$ cat config.mk
export PLATFORM = sky130hd
export DESIGN_NAME = asg_square_wave_gen
export DESIGN_NICKNAME = d
export VERILOG_FILES = /design/src/asg_pkg.sv /design/src/asg_square_wave_gen.sv
export SDC_FILE = /design/constraint.sdc
export NUM_CORES = 1
export LEC_CHECK = 0
export BUFFER_PORTS_ARGS = -buffer_cell sky130_fd_sc_hd__buf_2
export CORE_UTILIZATION = 55
export CTS_CLUSTER_DIAMETER = 120
export DETAILED_ROUTE_END_ITERATION = 6
export PLACE_DENSITY_LB_ADDON = 0.25
export SYNTH_ARGS = -nofsm -noshare
export SYNTH_HDL_FRONTEND = slang
export SYNTH_SLANG_ARGS = --single-unit
export TNS_END_PERCENT = 100
$ cat constraint.sdc
create_clock -name pclk -period 5.6 [get_ports pclk]
set_input_delay 1.12 -clock pclk [delete_from_list [all_inputs] [get_ports pclk]]
set_output_delay 1.12 -clock pclk [all_outputs]
set_load 0.02 [all_outputs]
$ cat src/asg_pkg.sv
// shared constants for the adjustable square wave generator
package asg_pkg;

   // ----------------------------------------------------------------
   // clock rates and the crystal oscillator model
   // ----------------------------------------------------------------
   localparam int ASG_PCLK_KHZ = 40000;
   localparam int ASG_OSC_KHZ = 5760;
   localparam int ASG_COUNT_KHZ = 720;
   localparam int ASG_ACC_W = 16;
   localparam logic [ASG_ACC_W-1:0] ASG_ACC_STEP = ASG_OSC_KHZ[ASG_ACC_W-1:0];
   localparam logic [ASG_ACC_W-1:0] ASG_ACC_WRAP = ASG_PCLK_KHZ[ASG_ACC_W-1:0];
   localparam int ASG_DIV_STAGES = 3;

   // ----------------------------------------------------------------
   // counter geometry and preset patterns, one per frequency strap
   // ----------------------------------------------------------------
   localparam int ASG_STAGES = 17;
   localparam logic [ASG_STAGES-1:0] ASG_PRESET_200 = 17'h1f8f8;
   localparam logic [ASG_STAGES-1:0] ASG_PRESET_360 = 17'h1fc18;
   localparam logic [ASG_STAGES-1:0] ASG_PRESET_500 = 17'h1fd30;
   localparam logic [ASG_STAGES-1:0] ASG_PRESET_720 = 17'h1fe0c;
   localparam logic [ASG_STAGES-1:0] ASG_PRESET_1000 = 17'h1fe98;
   localparam logic [ASG_STAGES-1:0] ASG_PRESET_1200 = 17'h1fed4;
   localparam logic [ASG_STAGES-1:0] ASG_PRESET_2000 = 17'h1ff4c;
   localparam logic [ASG_STAGES-1:0] ASG_PRESET_AUX = 17'h1fe70;

   // ----------------------------------------------------------------
   // register map (byte addresses) and field positions
   // ----------------------------------------------------------------
   localparam logic [7:0] ASG_CTRL_ADDR = 8'h00;
   localparam logic [7:0] ASG_CMD_ADDR = 8'h04;
   localparam logic [7:0] ASG_STATUS_ADDR = 8'h08;
   localparam logic [7:0] ASG_COUNT_ADDR = 8'h0c;
   localparam int ASG_CTRL_SEL_LSB = 0;
   localparam int ASG_CTRL_CONT_BIT = 3;
   localparam int ASG_CMD_START_BIT = 0;
   localparam int ASG_CMD_STOP_BIT = 1;
   localparam int ASG_ST_HALT_BIT = 0;
   localparam int ASG_ST_OVF_BIT = 1;
   localparam int ASG_ST_OUT_BIT = 2;
   localparam int ASG_ST_LOAD_BIT = 3;

   // ----------------------------------------------------------------
   // reset values
   // ----------------------------------------------------------------
   localparam logic [2:0] ASG_SEL_RESET = 3'h0;
   localparam logic ASG_CONT_RESET = 1'b0;
   localparam logic ASG_HALT_RESET = 1'b1;

   // frequency strap positions J1..J8
   typedef enum logic [2:0] {
      ASG_SEL_200, ASG_SEL_360, ASG_SEL_500, ASG_SEL_720,
      ASG_SEL_1000, ASG_SEL_1200, ASG_SEL_2000, ASG_SEL_AUX
   } asg_sel_type;

endpackage

$ cat src/asg_square_wave_gen.sv
// adjustable square wave generator with apb register access
`timescale 1ns/100ps

module asg_square_wave_gen
   import asg_pkg::*;
(
   input wire logic pclk,
   input wire logic presetn,
   input wire logic psel,
   input wire logic penable,
   input wire logic pwrite,
   input wire logic [7:0] paddr,
   input wire logic [31:0] pwdata,
   output logic [31:0] prdata,
   output logic pready,
   output logic pslverr,
   input wire logic init_switch,
   output logic pulse_out,
   output logic halt_flag,
   output logic overflow_flag
);

   // ----------------------------------------------------------------
   // declarations
   // ----------------------------------------------------------------
   logic [ASG_ACC_W-1:0] osc_acc_q;
   logic osc_tick;
   logic [ASG_DIV_STAGES-1:0] oscillator_divider_stage_q;
   logic count_tick;
   logic count_clock_gate;
   logic count_en;
   logic [2:0] freq_sel_q;
   logic run_continuous_q;
   logic halt_flag_q;
   logic overflow_flag_q;
   logic output_toggle_ff_q;
   logic [ASG_STAGES-1:0] stage_q;
   logic [ASG_STAGES-1:0] stage_inc;
   logic [ASG_STAGES-1:0] preset_pattern;
   logic preset_load_enable;
   logic start_generator_command;
   logic stop_generator_command;
   logic restart_event;
   logic wr_access;
   logic rd_setup;
   logic addr_mapped;
   logic [31:0] prdata_q;
   logic [31:0] read_mux;

   // ----------------------------------------------------------------
   // apb decode
   // ----------------------------------------------------------------
   // zero wait states: every access completes in its first access cycle
   assign pready = 1'b1;
   assign wr_access = psel & penable & pwrite;
   assign rd_setup = psel & ~penable & ~pwrite;
   assign addr_mapped = (paddr == ASG_CTRL_ADDR) || (paddr == ASG_CMD_ADDR) ||
                        (paddr == ASG_STATUS_ADDR) || (paddr == ASG_COUNT_ADDR);
   assign pslverr = psel & penable & ~addr_mapped;
   assign prdata = prdata_q;

   // command writes act as one-cycle strobes, nothing is stored
   assign start_generator_command = wr_access && (paddr == ASG_CMD_ADDR) && pwdata[ASG_CMD_START_BIT];
   assign stop_generator_command = wr_access && (paddr == ASG_CMD_ADDR) && pwdata[ASG_CMD_STOP_BIT];

   // ----------------------------------------------------------------
   // configuration register
   // ----------------------------------------------------------------
   always_ff @(posedge pclk or negedge presetn) begin
      if (!presetn) begin
         freq_sel_q <= ASG_SEL_RESET;
         run_continuous_q <= ASG_CONT_RESET;
      end else if (wr_access && (paddr == ASG_CTRL_ADDR)) begin
         freq_sel_q <= pwdata[ASG_CTRL_SEL_LSB +: 3];
         run_continuous_q <= pwdata[ASG_CTRL_CONT_BIT];
      end
   end

   // ----------------------------------------------------------------
   // read data, captured in the setup cycle so it comes from a flop
   // ----------------------------------------------------------------
   always_comb begin
      read_mux = 32'h0000_0000;
      case (paddr)
         ASG_CTRL_ADDR: begin
            read_mux[ASG_CTRL_SEL_LSB +: 3] = freq_sel_q;
            read_mux[ASG_CTRL_CONT_BIT] = run_continuous_q;
         end
         ASG_STATUS_ADDR: begin
            read_mux[ASG_ST_HALT_BIT] = halt_flag_q;
            read_mux[ASG_ST_OVF_BIT] = overflow_flag_q;
            read_mux[ASG_ST_OUT_BIT] = output_toggle_ff_q;
            read_mux[ASG_ST_LOAD_BIT] = preset_load_enable;
         end
         ASG_COUNT_ADDR: begin
            read_mux[ASG_STAGES-1:0] = stage_q;
         end
         default: begin
            read_mux = 32'h0000_0000;
         end
      endcase
   end

   always_ff @(posedge pclk or negedge presetn) begin
      if (!presetn) begin
         prdata_q <= 32'h0000_0000;
      end else if (rd_setup) begin
         prdata_q <= read_mux;
      end
   end

   // ----------------------------------------------------------------
   // crystal oscillator and divide-by-eight
   // ----------------------------------------------------------------
   // the crystal is modelled by a phase accumulator: exact on average,
   // with one pclk of jitter on each oscillator edge
   always_ff @(posedge pclk or negedge presetn) begin
      if (!presetn) begin
         osc_acc_q <= '0;
      end else if (osc_acc_q + ASG_ACC_STEP >= ASG_ACC_WRAP) begin
         osc_acc_q <= ASG_ACC_W'(osc_acc_q + ASG_ACC_STEP - ASG_ACC_WRAP);
      end else begin
         osc_acc_q <= ASG_ACC_W'(osc_acc_q + ASG_ACC_STEP);
      end
   end

   assign osc_tick = (osc_acc_q + ASG_ACC_STEP >= ASG_ACC_WRAP);

   // three cascaded halvers; the oscillator free-runs and is never gated
   always_ff @(posedge pclk or negedge presetn) begin
      if (!presetn) begin
         oscillator_divider_stage_q <= '0;
      end else if (osc_tick) begin
         oscillator_divider_stage_q <= ASG_DIV_STAGES'(oscillator_divider_stage_q + 1'b1);
      end
   end

   // one count clock each time the last halver falls
   assign count_tick = osc_tick && (&oscillator_divider_stage_q);

   // ----------------------------------------------------------------
   // halt flag and clock gate
   // ----------------------------------------------------------------
   assign restart_event = start_generator_command | init_switch | run_continuous_q;

   // restart wins over a stop in the same cycle: the continuous strap must
   // never be overridden by software
   always_ff @(posedge pclk or negedge presetn) begin
      if (!presetn) begin
         halt_flag_q <= ASG_HALT_RESET;
      end else if (restart_event) begin
         halt_flag_q <= 1'b0;
      end else if (stop_generator_command) begin
         halt_flag_q <= 1'b1;
      end
   end

   assign count_clock_gate = ~(halt_flag_q & ~run_continuous_q);
   assign count_en = count_tick & count_clock_gate;

   // ----------------------------------------------------------------
   // preset selection
   // ----------------------------------------------------------------
   always_comb begin
      preset_pattern = '0;
      case (asg_sel_type'(freq_sel_q))
         ASG_SEL_200: preset_pattern = ASG_PRESET_200;
         ASG_SEL_360: preset_pattern = ASG_PRESET_360;
         ASG_SEL_500: preset_pattern = ASG_PRESET_500;
         ASG_SEL_720: preset_pattern = ASG_PRESET_720;
         ASG_SEL_1000: preset_pattern = ASG_PRESET_1000;
         ASG_SEL_1200: preset_pattern = ASG_PRESET_1200;
         ASG_SEL_2000: preset_pattern = ASG_PRESET_2000;
         ASG_SEL_AUX: preset_pattern = ASG_PRESET_AUX;
         default: preset_pattern = ASG_PRESET_200;
      endcase
   end

   assign preset_load_enable = ~halt_flag_q & ~overflow_flag_q;
   assign stage_inc = ASG_STAGES'(stage_q + 1'b1);

   // ----------------------------------------------------------------
   // seventeen-stage counter
   // ----------------------------------------------------------------
   // while the preset is held, stages 16..02 are forced and only 01..00
   // count; no pattern uses stages 01 or 00, so two clocks reach stage 01
   always_ff @(posedge pclk or negedge presetn) begin
      if (!presetn) begin
         stage_q <= '0;
      end else if (stop_generator_command && !restart_event) begin
         stage_q <= '0;
      end else if (preset_load_enable) begin
         stage_q[ASG_STAGES-1:2] <= preset_pattern[ASG_STAGES-1:2];
         if (count_en) begin
            stage_q[1:0] <= 2'(stage_q[1:0] + 1'b1);
         end
      end else if (count_en) begin
         stage_q <= stage_inc;
      end
   end

   // ----------------------------------------------------------------
   // overflow flag and output toggle
   // ----------------------------------------------------------------
   always_ff @(posedge pclk or negedge presetn) begin
      if (!presetn) begin
         overflow_flag_q <= 1'b0;
      end else if (stop_generator_command && !restart_event) begin
         overflow_flag_q <= 1'b0;
      end else if (count_en && preset_load_enable && stage_q[1:0] == 2'h1) begin
         overflow_flag_q <= 1'b1;
      end else if (count_en && overflow_flag_q && stage_q[ASG_STAGES-1] && !stage_inc[ASG_STAGES-1]) begin
         overflow_flag_q <= 1'b0;
      end
   end

   // each half period is 2^17 minus the preset count clocks long,
   // identical for both phases
   always_ff @(posedge pclk or negedge presetn) begin
      if (!presetn) begin
         output_toggle_ff_q <= 1'b0;
      end else if (count_en && overflow_flag_q && stage_q[ASG_STAGES-1] && !stage_inc[ASG_STAGES-1]) begin
         output_toggle_ff_q <= ~output_toggle_ff_q;
      end
   end

   assign pulse_out = output_toggle_ff_q;
   assign halt_flag = halt_flag_q;
   assign overflow_flag = overflow_flag_q;
endmodule // asg_square_wave_gen

==> flow_metrics.tcl <==
set metrics [dict create \
    rsz0062_at_grt "no" \
    switching_share 0.236 \
    diodes 0 \
    drv_slew 0 \
    whs_ns 0.483 \
    p_clk_frac 0.371 \
    max_cap_violations 0 \
    ctsHoldBuffers 0 \
    synth_area_leaders "dfrtp_1 41%, ha_1 4.7%, buf_4 4.0%, a22o_1 3.5%, xor2_1 3.3%" \
    yosys.area.top_type_share 0.413 \
    crit_path_end "pslverr" \
    final_common_cell "dfrtp_1" \
    p_int_mw 0.541 \
    cp_data_required_time_ns 4.48 \
    dp_slack_ns 2.61 \
    cts_resized 0 \
    ios 83 \
    synthArstFlopShare 1.00 \
    initial_utilization 0.576 \
    worstPathMaxFanout 4 \
    layout-drive-gt1-share 0.179 \
    ys_ff_latch 54 \
    hold_start "oscillator_divider_stage_q[0]" \
    cts_sinks 54 \
    drtAntennaViolNets 0 \
    final_cells 435 \
    drc 0 \
    r2r-start "osc_acc_q[7]" \
    place.gp.congestion 0.795 \
    cts_tree "yes" \
    cp-end-kind "output port" \
    multi_input_area_um2 1680 \
    nets 420 \
    synth_cell_types 59 \
    status "complete, no violations" \
    worst_pin_slew_ns 0.683 \
    placed_cells 427 \
    hp-class "register to register" \
    gr-total-overflow 0 \
    dieHeight_um 78.4 \
    arrival_ns 1.87 \
    drt_iter0_markers 290 \
    fin_util 0.624 \
    grt_max_degree 55 \
    p_switching_mw 0.167 \
    min_period_ns 2.99 \
    avgSynthCellArea_um2 9.67 \
    fmax_mhz 335 \
    fin_tns_setup_ns 0 \
    crit_start "paddr[5]" \
    htreeDepth 2 \
    coreArea_um2 5570 \
    final_cell_mix "53 x dfrtp_1, 38 x buf_2, 27 x nor2_1, 24 x nand2_1" \
    setup_ws_ns 2.61 \
    syn_area_um2 3210 \
    power_density_nw_per_um2 204 \
    dieWidth_um 78.4 \
    finalSetupViolCount 0 \
    clockBufferDepth 2 \
    fill_cells 471 \
    dr.pass1.iters 4 \
    viasPerCell 5.79 \
    cts_buffers 5 \
    synthCells 332 \
    antenna_found_initial 0 \
    pwr-share-comb 0.067 \
    synthFlopType "dfrtp_1" \
    cts_root_buffer "clkbuf_8" \
    insertion_delay_ns 0.31 \
    path_clk_slew_ns 0.09 \
    num_vias 2520 \
    grt_pass1_wl_um 11100 \
    irDropWorstVdd_v 0.0000997 \
    yosysTopAreaCell "dfrtp_1" \
    pwr-share-seq 0.562 \
    finalHoldViolCount 0 \
    p_leak_nw 1.56 \
    synth_seq_area_share 0.421 \
    path_class "input pin to output port" \
    fin_crit_sh 0.533 \
    drt_wl_total_um 6310 \
    post-cts-setup-buffer-count 0 \
    slew_headroom 0.545 \
    clock_skew_ns 0.00800 \
    grt_usage 0.227 \
    yosys_warnings 0 \
    design.die.area_um2 6150 \
    reg2reg_slack_ns 2.86 \
    startpoint_type "input pin" \
    avgRoutedWirePerCell_um 14.5 \
    dp_hpwl_um 4580 \
    r2r_cells 7 \
    areaGrowthSynthToFinish_pct 8.26 \
    grt_pass1_vias 2345 \
    seq_area_um2 1350 \
    r2r_end "stage_q[12]" \
    portBuffers 38 \
    rows 27 \
    synth_enable_flop_cells 0 \
]
power groups by stage:
stage	Sequential, mW	Clock [mW]	Combinational (mW)
5_1_grt	0.398	0.286	0.0531
4_1_cts	0.398	0.269	0.0475
3_3_place_gp	0.405	0	0.0463
6_report	0.398	0.263	0.0472
2_1_floorplan	0.404	0	0.0363
3_5_place_dp	0.405	0	0.0474
worst max-delay path: stages:
cell and delay (ns):
buf_2 0.09, nor2_1 0.13, nand3_1 0.16, and3_1 0.21
buf_2 0.15
cell type report:
class | count | area share
multi-input combinational | 251 | 0.483
sequential | 54 | 0.389
timing repair buffer | 40 | 0.0590
tap | 72 | 0.0259
clock buffer | 6 | 0.0209
clock inverter | 2 | 0.0108
inverter | 10 | 0.0108
synthesized netlist by cell type (all sizes together) (5+ instances only):
cell type and number:
nor3 11, o21ai 20, buf 20, o31ai 8, nand3 9, a22o 13, a21oi 8, or4 6
nor2 27, xor2 12, mux2i 5, ha 12, a31oi 13, a211oi 6, inv 10, and3 6
or3 5, dfrtp 53, clkbuf 11, nand2 24, o211ai 5, xnor2 7
per-stage QoR:
step                      power, mW  cell area, um^2
final                         0.707             3480
after global routing          0.738             3480
after CTS                     0.714             3480
after detailed placement      0.453             3370
after global placement        0.451             3370
after floorplan               0.441             3260
flip-flops by register name, summed over array words and instances (netlist names):
signal and flops:
freq_sel_q 3, halt_flag 1, osc_acc_q 10, oscillator_divider_stage_q 3, overflow_flag 1, prdata 17
pulse_out 1, run_continuous_q 1, stage_q 17
how the worst min path moves through the flow:
stage                               endpoint  depth (start not counted)  slack [ns]
6_report       oscillator_divider_stage_q[0]                          1        0.48
3_5_place_dp                       prdata[1]                          2        0.47
2_1_floorplan  oscillator_divider_stage_q[1]                          2        0.45
4_1_cts        oscillator_divider_stage_q[0]                          1        0.49
5_1_grt        oscillator_divider_stage_q[0]                          1        0.50
3_3_place_gp                       prdata[2]                          2        0.46
kinds of logic (layout without fill, tap and decap cells):
kind of cell / count (synthesis) / count (layout) / synth area share
adder cells (fa/ha/maj): 12 / 12 / 0.0468
flip-flops: 54 / 54 / 0.421
AO/OA/AOI/OAI: 86 / 86 / 0.200
XOR/XNOR: 19 / 19 / 0.0518
buffers and inverters: 41 / 58 / 0.0717
other: 2 / 16 / 0.00234
AND/OR/NAND/NOR: 110 / 110 / 0.180
multiplexers: 8 / 8 / 0.0261
routing by layer:
layer / routed length (um) / up-vias / global-route usage
met5: 0 / - / 0
met4: 70 / 0 / 0.0574
met3: 341 / 9 / 0.0407
met2: 2980 / 74 / 0.378
met1: 2920 / 1194 / 0.304
li1: - / 1243 / -
Note: power is estimated with default switching activity, not from simulation.
